File: config.mk
export PLATFORM = sky130hd
export DESIGN_NAME = io_command_expanded_control_field_decoder
export DESIGN_NICKNAME = d
export VERILOG_FILES = /design/src/verilog/iocx_pkg.sv /design/src/verilog/io_command_expanded_control_field_decoder.sv
export VERILOG_INCLUDE_DIRS = /design/src /design/src/verilog
export SDC_FILE = /design/constraint.sdc
export NUM_CORES = 1
export LEC_CHECK = 0
export BUFFER_PORTS_ARGS = -buffer_cell sky130_fd_sc_hd__buf_2
export CORE_UTILIZATION = 40
export CTS_CLUSTER_DIAMETER = 150
export DETAILED_ROUTE_END_ITERATION = 10
export GPL_TIMING_DRIVEN = 0
export MAX_ROUTING_LAYER = met4
export PLACE_DENSITY = 0.58
export SLEW_MARGIN = 10
export SYNTH_ARGS = -nofsm -noshare
export SYNTH_HDL_FRONTEND = slang
export SYNTH_SLANG_ARGS = --single-unit
File: constraint.sdc
create_clock -name pclk -period 12.3 [get_ports pclk]
set_input_delay 2.46 -clock pclk [delete_from_list [all_inputs] [get_ports pclk]]
set_output_delay 2.46 -clock pclk [all_outputs]
set_load 0.03 [all_outputs]
File: src/verilog/iocx_params.svh
// Constants for the I/O command and expanded control decoder
`ifndef IOCX_PARAMS_SVH
`define IOCX_PARAMS_SVH
`define IOCX_W_IO_COMMAND_FIELD 2
`define IOCX_W_EXPANDED_CONTROL_FIELD 4
`define IOCX_W_BITSEL 3
`define IOCX_W_DATA 16
`define IOCX_N_FLAGS 8
`define IOCX_FIFO_DEPTH 4
`define IOCX_W_PTR 2
`define IOCX_W_CNT 3
`define IOCX_N_EVT 5
`define IOCX_IO_COMMAND_FIELD_NOP 2'h0
`define IOCX_IO_COMMAND_FIELD_RD 2'h1
`define IOCX_IO_COMMAND_FIELD_WR 2'h2
`define IOCX_IO_COMMAND_FIELD_DEV 2'h3
`define IOCX_EXP_NOP 4'h0
`define IOCX_EXP_CLRF 4'h1
`define IOCX_EXP_RSTF 4'h2
`define IOCX_EXP_ADVF 4'h3
`define IOCX_EXP_SETF 4'h4
`define IOCX_EXP_SOFT_INTERRUPT_OP 4'h5
`define IOCX_EXP_INTERRUPT_ENABLE_OP 4'h6
`define IOCX_ADDR_CTRL 12'h000
`define IOCX_ADDR_FLAGS 12'h004
`define IOCX_ADDR_STATUS 12'h008
`define IOCX_ADDR_MASK 12'h00C
`define IOCX_ADDR_FIFO 12'h010
`define IOCX_EVT_RD_DONE 0
`define IOCX_EVT_WR_DONE 1
`define IOCX_EVT_AVAIL 2
`define IOCX_EVT_SOFT_INTERRUPT_OP_EXEC 3
`define IOCX_EVT_OVERRUN 4
`define IOCX_RST_MASK 5'h00
`endif

File: src/verilog/iocx_pkg.sv
// Types shared by the I/O command and expanded control decoder
package iocx_pkg;
  typedef enum logic [2:0] {
    DMA_IDLE = 3'b000,
    DMA_RD_REQ = 3'b001,
    DMA_RD_WAIT = 3'b010,
    DMA_RD_DATA = 3'b011,
    DMA_WR_REQ = 3'b100
  } dma_state_e;

  typedef struct packed {
    logic [1:0] io_command_field;
    logic [3:0] expanded_control_field;
    logic [2:0] bit_select;
    logic [15:0] alu_out;
  } instr_s;

  typedef struct packed {
    dma_state_e st;
    logic [15:0] addr;
    logic req;
    logic wr;
    logic [15:0] wdata;
    logic [15:0] dev_ctrl;
    logic [7:0] flags;
    logic [7:0] pend;
    logic int_en;
    logic exec_v;
    logic [2:0] exec_idx;
    logic [3:0][15:0] mem;
    logic [1:0] rd_ptr;
    logic [1:0] wr_ptr;
    logic [2:0] count;
    logic [15:0] out_data;
    logic data_valid;
    logic full;
    logic in_ready;
    logic avail;
    logic [4:0] status;
    logic [4:0] mask;
    logic irq;
    logic pready;
    logic pslverr;
    logic [31:0] prdata;
  } iocx_state_s;
endpackage

File: src/verilog/io_command_expanded_control_field_decoder.sv
// I/O command and expanded control field decoder with host DMA sequencer
//
// The register addresses and the APB interface to the registers were left to the implementer.
`timescale 1ns/1ps
`include "iocx_params.svh"

// Functional notes
// - Command 1 starts DMA read at ALU address
// - Read: request, acknowledge, wait, strobe loads word
// - Data available asserted if FIFO was empty
// - Command 2 starts DMA write at ALU address
// - Write request takes output buffer; acknowledge completes
// - Written word in memory when acknowledge is given
// - Command 3 loads device control from ALU
// - Device control register never read back
// - Expanded 1 clears the selected flag
// - Expanded 2 resets pointers, valid, full
// - First word after reset falls through, valid
// - Expanded 3 advances read pointer, reloads buffer
// - Advance leaving FIFO empty drops valid
// - Expanded 4 sets the selected flag
// - Expanded 5 sets interrupt; runs two later
// - Expanded 6 enables interrupts; pending run next
// - All fields of one word act together
module io_command_expanded_control_field_decoder
  import iocx_pkg::*;
(
  input wire logic pclk,
  input wire logic presetn,
  input wire logic psel,
  input wire logic penable,
  input wire logic pwrite,
  input wire logic [11:0] paddr,
  input wire logic [31:0] pwdata,
  output logic [31:0] prdata,
  output logic pready,
  output logic pslverr,
  input wire logic instr_valid,
  input wire instr_s instr,
  input wire logic fifo_in_valid,
  input wire logic [15:0] fifo_in_data,
  output logic fifo_in_ready,
  output logic [15:0] fifo_out_data,
  output logic data_valid,
  output logic fifo_full,
  output logic data_available,
  output logic dma_channel_request,
  output logic dma_write_dir,
  output logic [15:0] host_memory_address,
  output logic [15:0] dma_write_data,
  input wire logic dma_channel_ack,
  input wire logic dma_data_strobe,
  input wire logic [15:0] dma_read_data,
  output logic [15:0] device_control_reg,
  output logic [7:0] flags,
  output logic int_exec_valid,
  output logic [2:0] int_exec_index,
  output logic irq
);

  iocx_state_s s_q;
  iocx_state_s s_d;

  // One-hot select of a flag or interrupt by bit-select field
  function automatic logic [7:0] sel_bit(input logic [2:0] idx);
    sel_bit = 8'h01 << idx;
  endfunction

  function automatic logic [2:0] lowest(input logic [7:0] v);
    logic [2:0] r;
    r = 3'h0;
    for (int i = 7; i >= 0; i--) begin
      if (v[i]) begin
        r = 3'(i);
      end
    end
    lowest = r;
  endfunction

  logic [1:0] ioc;
  logic [3:0] exp;
  logic [7:0] bsel;
  logic apb_acc;
  logic apb_wr;
  logic [4:0] evt;
  logic push_dma;
  logic push_ext;
  logic [2:0] cnt;
  logic [1:0] rp;
  logic [1:0] wp;
  logic [3:0][15:0] mem;
  logic en_now;

  assign apb_acc = psel & penable & s_q.pready;
  assign apb_wr = apb_acc & pwrite;

  always_comb begin
    s_d = s_q;
    ioc = instr_valid ? instr.io_command_field : `IOCX_IO_COMMAND_FIELD_NOP;
    exp = instr_valid ? instr.expanded_control_field : `IOCX_EXP_NOP;
    bsel = sel_bit(instr.bit_select);
    evt = 5'h00;
    push_dma = 1'b0;
    push_ext = fifo_in_valid & s_q.in_ready;

    // DMA sequencer
    unique case (s_q.st)
      DMA_IDLE: begin
        if (ioc == `IOCX_IO_COMMAND_FIELD_RD) begin
          s_d.st = DMA_RD_REQ;
          s_d.addr = instr.alu_out;
          s_d.req = 1'b1;
          s_d.wr = 1'b0;
        end
        if (ioc == `IOCX_IO_COMMAND_FIELD_WR) begin
          s_d.st = DMA_WR_REQ;
          s_d.addr = instr.alu_out;
          s_d.req = 1'b1;
          s_d.wr = 1'b1;
          s_d.wdata = s_q.out_data;
        end
      end
      DMA_RD_REQ: begin
        if (dma_channel_ack) begin
          s_d.req = 1'b0;
          s_d.st = DMA_RD_WAIT;
        end
      end
      DMA_RD_WAIT: begin
        s_d.st = DMA_RD_DATA;
      end
      DMA_RD_DATA: begin
        if (dma_data_strobe) begin
          push_dma = 1'b1;
          s_d.st = DMA_IDLE;
          evt[`IOCX_EVT_RD_DONE] = 1'b1;
        end
      end
      DMA_WR_REQ: begin
        if (dma_channel_ack) begin
          s_d.req = 1'b0;
          s_d.wr = 1'b0;
          s_d.st = DMA_IDLE;
          evt[`IOCX_EVT_WR_DONE] = 1'b1;
        end
      end
      default: begin
        s_d.st = DMA_IDLE;
        s_d.req = 1'b0;
      end
    endcase
    if (s_q.st != DMA_IDLE &&
        (ioc == `IOCX_IO_COMMAND_FIELD_RD || ioc == `IOCX_IO_COMMAND_FIELD_WR)) begin
      evt[`IOCX_EVT_OVERRUN] = 1'b1;
    end

    if (ioc == `IOCX_IO_COMMAND_FIELD_DEV) begin
      s_d.dev_ctrl = instr.alu_out;
    end

    if (exp == `IOCX_EXP_CLRF) begin
      s_d.flags = s_q.flags & ~bsel;
    end
    if (exp == `IOCX_EXP_SETF) begin
      s_d.flags = s_q.flags | bsel;
    end

    // FIFO: reset or advance first, then pushes
    cnt = s_q.count;
    rp = s_q.rd_ptr;
    wp = s_q.wr_ptr;
    mem = s_q.mem;
    if (exp == `IOCX_EXP_RSTF) begin
      cnt = 3'h0;
      rp = 2'h0;
      wp = 2'h0;
    end
    if (exp == `IOCX_EXP_ADVF && cnt != 3'h0) begin
      cnt = cnt - 3'h1;
      rp = rp + 2'h1;
    end
    if (cnt == 3'h0 && (push_dma || push_ext)) begin
      evt[`IOCX_EVT_AVAIL] = 1'b1;
    end
    if (push_dma) begin
      if (cnt == 3'(`IOCX_FIFO_DEPTH)) begin
        evt[`IOCX_EVT_OVERRUN] = 1'b1;
      end else begin
        mem[wp] = dma_read_data;
        wp = wp + 2'h1;
        cnt = cnt + 3'h1;
      end
    end
    if (push_ext && cnt != 3'(`IOCX_FIFO_DEPTH)) begin
      mem[wp] = fifo_in_data;
      wp = wp + 2'h1;
      cnt = cnt + 3'h1;
    end
    s_d.mem = mem;
    s_d.count = cnt;
    s_d.rd_ptr = rp;
    s_d.wr_ptr = wp;
    s_d.out_data = mem[rp];
    s_d.data_valid = (cnt != 3'h0);
    s_d.full = (cnt == 3'(`IOCX_FIFO_DEPTH));
    // Room kept for a DMA word arriving with an external one
    s_d.in_ready = (cnt < 3'(`IOCX_FIFO_DEPTH - 1));
    s_d.avail = evt[`IOCX_EVT_AVAIL];

    // Interrupt execution; software may also enable via register
    en_now = s_q.int_en;
    if (exp == `IOCX_EXP_INTERRUPT_ENABLE_OP) begin
      en_now = 1'b1;
      s_d.int_en = 1'b1;
    end
    if (apb_wr && paddr == `IOCX_ADDR_CTRL) begin
      s_d.int_en = pwdata[0];
    end
    s_d.exec_v = 1'b0;
    if (en_now && s_q.pend != 8'h00) begin
      s_d.exec_v = 1'b1;
      s_d.exec_idx = lowest(s_q.pend);
      s_d.pend = s_q.pend & ~sel_bit(lowest(s_q.pend));
      evt[`IOCX_EVT_SOFT_INTERRUPT_OP_EXEC] = 1'b1;
    end
    if (exp == `IOCX_EXP_SOFT_INTERRUPT_OP) begin
      s_d.pend = s_d.pend | bsel;
    end

    // APB: one wait cycle, answer in the second access cycle
    s_d.pready = psel & penable & ~s_q.pready;
    s_d.pslverr = 1'b0;
    s_d.prdata = 32'h0000_0000;
    if (psel & penable & ~s_q.pready) begin
      unique case (paddr)
        `IOCX_ADDR_CTRL: s_d.prdata = {31'h0, s_q.int_en};
        `IOCX_ADDR_FLAGS: s_d.prdata = {24'h0, s_q.flags};
        `IOCX_ADDR_STATUS: s_d.prdata = {27'h0, s_q.status};
        `IOCX_ADDR_MASK: s_d.prdata = {27'h0, s_q.mask};
        `IOCX_ADDR_FIFO: s_d.prdata = {24'h0, s_q.st, s_q.full, s_q.data_valid, s_q.count};
        default: s_d.pslverr = 1'b1;
      endcase
    end
    if (apb_wr && paddr == `IOCX_ADDR_FLAGS) begin
      s_d.flags = pwdata[7:0];
    end
    if (apb_wr && paddr == `IOCX_ADDR_MASK) begin
      s_d.mask = pwdata[4:0];
    end
    // Set wins over a write-one clear in the same cycle
    s_d.status = s_q.status;
    if (apb_wr && paddr == `IOCX_ADDR_STATUS) begin
      s_d.status = s_q.status & ~pwdata[4:0];
    end
    s_d.status = s_d.status | evt;
    s_d.irq = |(s_d.status & s_d.mask);
  end

  // all fields land on one edge
  always_ff @(posedge pclk or negedge presetn) begin
    if (!presetn) begin
      s_q <= '{st: DMA_IDLE, mask: `IOCX_RST_MASK, default: '0};
    end else begin
      s_q <= s_d;
    end
  end

  assign prdata = s_q.prdata;
  assign pready = s_q.pready;
  assign pslverr = s_q.pslverr;
  assign fifo_in_ready = s_q.in_ready;
  assign fifo_out_data = s_q.out_data;
  assign data_valid = s_q.data_valid;
  assign fifo_full = s_q.full;
  assign data_available = s_q.avail;
  assign dma_channel_request = s_q.req;
  assign dma_write_dir = s_q.wr;
  assign host_memory_address = s_q.addr;
  assign dma_write_data = s_q.wdata;
  assign device_control_reg = s_q.dev_ctrl;
  assign flags = s_q.flags;
  assign int_exec_valid = s_q.exec_v;
  assign int_exec_index = s_q.exec_idx;
  assign irq = s_q.irq;

endmodule

==> flow_summary_export.csv <==
group,metric,value,unit
synth,top_area_cells_in_the_synthesized_netlist,"dfrtp_1 (47%), buf_4 (8.4%), mux2i_1 (8.0%)",
global_routing,grt_pass1_wl,41720,um
sta,hold_violations,0,
placement,port_buffers,176,
clocking,cts_buffers,17,
clocking,cts_tree,"done",
worst_setup_path,worst_setup_path_start,"instr_valid",
final_layout,leading_cell_type_in_the_layout_fill_and_taps_excluded,"dfrtp_1",
power_and_ir_drop,comb_power_share,47.9,%
synth,synth-warning-count,0,
detailed_routing,drt_pre_antenna_iters,7,
worst_setup_path,timing.critical_path.fanout_max,10,
power_and_ir_drop,worst_ir_drop_vdd,0.1027,mV
final_layout,layout_common_cells,"dfrtp_1 (186), buf_2 (180), buf_4 (112), nor2_1 (101), a21oi_1 (96)",
clocking,cts-resized-gates,0,
floorplan,row_count,57,
detailed_routing,vias,7776,
power_and_ir_drop,p_int,1.698,mW
synth,netlist_instances,982,
worst_setup_path,r2r_end,"fifo_out_data[5]",
synth,mappedNetlistArea,9983,um2
floorplan,top_level_ports,227,
final_layout,finalNetCount,1327,
placement,finalWeightedCongestion,0.8455,
floorplan,floorplan.core_area,24390,um2
final_layout,layout.cell_area.non_filler,11990,um2
synth,ys_seq_elements,186,
synth,area_leader_netlist,"dfrtp_1",
worst_setup_path,worstSetupPathType,"in -> reg",
final_layout,syn2layout_area_growth,20.12,%
sta,setup_repair_after_global_routing_missed_its_margin,"false",
floorplan,die_w,160.0,um
floorplan,initial_utilization,40.93,%
run_status,status,"finished clean",
worst_setup_path,critical-path-top-cell-by-count,"ha_1",
clocking,cts_setup_buffers,0,
worst_setup_path,crit_chain,"buf_2, and4bb_2, nand2_1, nand2_1, ha_1, ha_1, nand2b_1, nor3_1, a21oi_1, ha_1, inv_1, nor4_1, a311oi_4, xor2_1, inv_1, ha_1, o31a_1, o221ai_1, o21ai_0, nand3_1, clkbuf_1, o21ai_0, o21a_1",
synth,async_reset_ff_share,100.0,%
global_routing,first_global_vias,7645,
worst_setup_path,timing.critical_path.max_delay_family,"simple AND/OR/NAND/NOR gates",
worst_setup_path,r2r_cells,22,
worst_setup_path,setup.worst_path.start_class,"input port",
worst_setup_path,timing.rr.start,"s_q[65]",
power_and_ir_drop,power.switching,1.189,mW
floorplan,design.die.area,25590,um2
sta,hold_slack,0.4831,ns
detailed_routing,routed_wl,26170,um
worst_setup_path,regToRegSetupSlack,7.07,ns
clocking,insertion_delay,0.44,ns
sta,slew_headroom,35.53,%
final_layout,largest_register_ff_count,93,
sta,fin_crit_sh,61.36,%
worst_setup_path,critical_path.max_stage_delay,0.52,ns
clocking,path_clk_slew,0.07,ns
placement,post-dp-hpwl,18650,um
synth,synth_largest_type_area_fraction,46.62,%
synth,post_synth_edffs,0,
sta,min_period,7.547,ns
clocking,cts_root_buffer,"clkbuf_16",
power_and_ir_drop,share_clk_of_total_power,19.1,%
clocking,clock_tree.htree_level_count,4,
final_layout,share_of_cells_above_drive_strength_1,33.20,%
power_and_ir_drop,pwr_density_cell,240.8,nW/um2
global_routing,antenna_found_initial,0,
global_routing,global_route.usage.total,21.69,%
sta,worstMarginPinSlew,0.9596,ns
worst_setup_path,worst_ep_required_time,12.61,ns
sta,timing.setup.tns,0,ns
synth,synth_sequential_area_ratio,46.62,%
synth,yosys.cell_types.count,70,
synth,synth_ff_type,"dfrtp_1",
clocking,cts_max_path_buffers,2,
detailed_routing,wire_length_per_cell,17.01,um
worst_setup_path,timing.critical_path.depth,23,
final_layout,regMostFlops,"s_q",
sta,skew,0.01173,ns
power_and_ir_drop,seq_pwr_share,33.0,%
floorplan,floorplan.die.height,160.0,um
detailed_routing,post_route_drc,0,
clocking,postCtsHoldBufs,0,
clocking,cts.sinks,186,
detailed_routing,detail_route.vias_per_cell,5.056,
detailed_routing,dr_iter_0_viols,475,
detailed_routing,antenna_left,0,
placement,place_area,11400,um2
global_routing,aggregate_global_routing_overflow,0,
worst_setup_path,worstSetupEndpoint,"fifo_out_data[5]",
power_and_ir_drop,p_leak,5.620,nW
sta,finalSetupViolations,0,
hold_path,hold_removal_path_class,"reg -> reg",
worst_setup_path,wp_data_arrival,7.86,ns
worst_setup_path,cp_num_buf_inv,4,
worst_setup_path,critical-path-slowest-cell,"nor4_1",
flow_run,max-cap-violations,0,
final_layout,antenna_cells_inserted,0,
power_and_ir_drop,p_total,2.887,mW
sta,maxClockFrequency,0.1325,GHz
global_routing,grt_start_max_net_pins,107,
sta,max_slew_violation_count,0,
power_and_ir_drop,switching_share,41.20,%
synth,synthesis.area_per_instance,10.17,um2
worst_setup_path,worst_setup_path_end_kind,"register",
[logic make-up after synthesis]
kind of cell	Yosys count	share of synthesized area, %
multiplexers	133	14.00
adder cells (fa/ha/maj)	16	2.005
AND/OR/NAND/NOR	213	9.864
buffers and inverters	189	11.53
AO/OA/AOI/OAI	238	15.42
flip-flops	186	46.62
other	1	0.03756
XOR/XNOR	6	0.5265
[final cells by class]
type / instances / area (um2)
Fill cell: 2333 / 12400
Inverter: 41 / 153.9
Tap cell: 324 / 405.4
Buffer: 148 / 997.2
Multi-Input combinational cell: 630 / 4278
Timing Repair Buffer: 177 / 918.4
Clock inverter: 15 / 158.9
Sequential cell: 186 / 4654
Clock buffer: 17 / 425.4
[metal layers]
metal / track usage, % / routed length (um)
met4: 7.749 / 492
met2: 34.09 / 12580
met5: - / 0
met1: 28.44 / 11840
met3: 3.273 / 1259
[power by group through the flow]
stage / clock [mW] / combinational, mW / sequential [mW]
floorplan: 0 / 1.03 / 0.947
detailed placement: 0 / 1.38 / 0.965
finish: 0.552 / 1.38 / 0.952
global placement: 0 / 1.37 / 0.956
CTS: 0.566 / 1.39 / 0.954
global route: 0.593 / 1.50 / 0.980
[how the worst min path moves through the flow]
| stage | from | endpoint | slack [ns] | depth (start not counted) |
|---|---|---|---|---|
| 6_report | pready | pslverr | 0.48 | 1 |
| 5_1_grt | pready | pslverr | 0.51 | 1 |
| 4_1_cts | pready | pslverr | 0.49 | 1 |
| 3_5_place_dp | pready | pslverr | 0.48 | 1 |
| 3_3_place_gp | pready | pslverr | 0.47 | 1 |
| 2_1_floorplan | s_q[35] | s_q[35] | 0.46 | 2 |
[through the flow]
stage	std cells	setup WS (ns)	util (%)
2_1_floorplan	1005	5.659	-
3_3_place_gp	1505	4.428	46.56
3_5_place_dp	1506	4.328	46.74
4_1_cts	1538	4.773	49.13
5_1_grt	1538	4.168	49.16
6_report	1538	4.753	49.16
[cell usage after synthesis, types with 2 or more instances]
master,number
a21o_1,3
a21oi_1,96
a221oi_1,4
a22oi_1,4
a31oi_1,2
and2_1,6
buf_1,2
buf_2,5
buf_4,112
buf_6,2
clkbuf_1,27
dfrtp_1,186
ha_1,16
inv_1,41
mux2_2,53
mux2i_1,80
nand2_1,44
nand2_2,2
nand2b_1,9
nand3_1,9
nor2_1,101
nor2b_1,5
nor3_1,10
nor3b_1,2
nor4_1,6
o2111ai_2,3
o21a_1,17
o21ai_0,44
o221ai_1,17
o22a_1,2
o22ai_1,17
o31a_1,2
o31ai_1,5
o32ai_1,2
o41ai_1,2
or2_2,6
xnor2_1,3
xor2_1,3
Note: power is estimated with default switching activity, not from simulation.
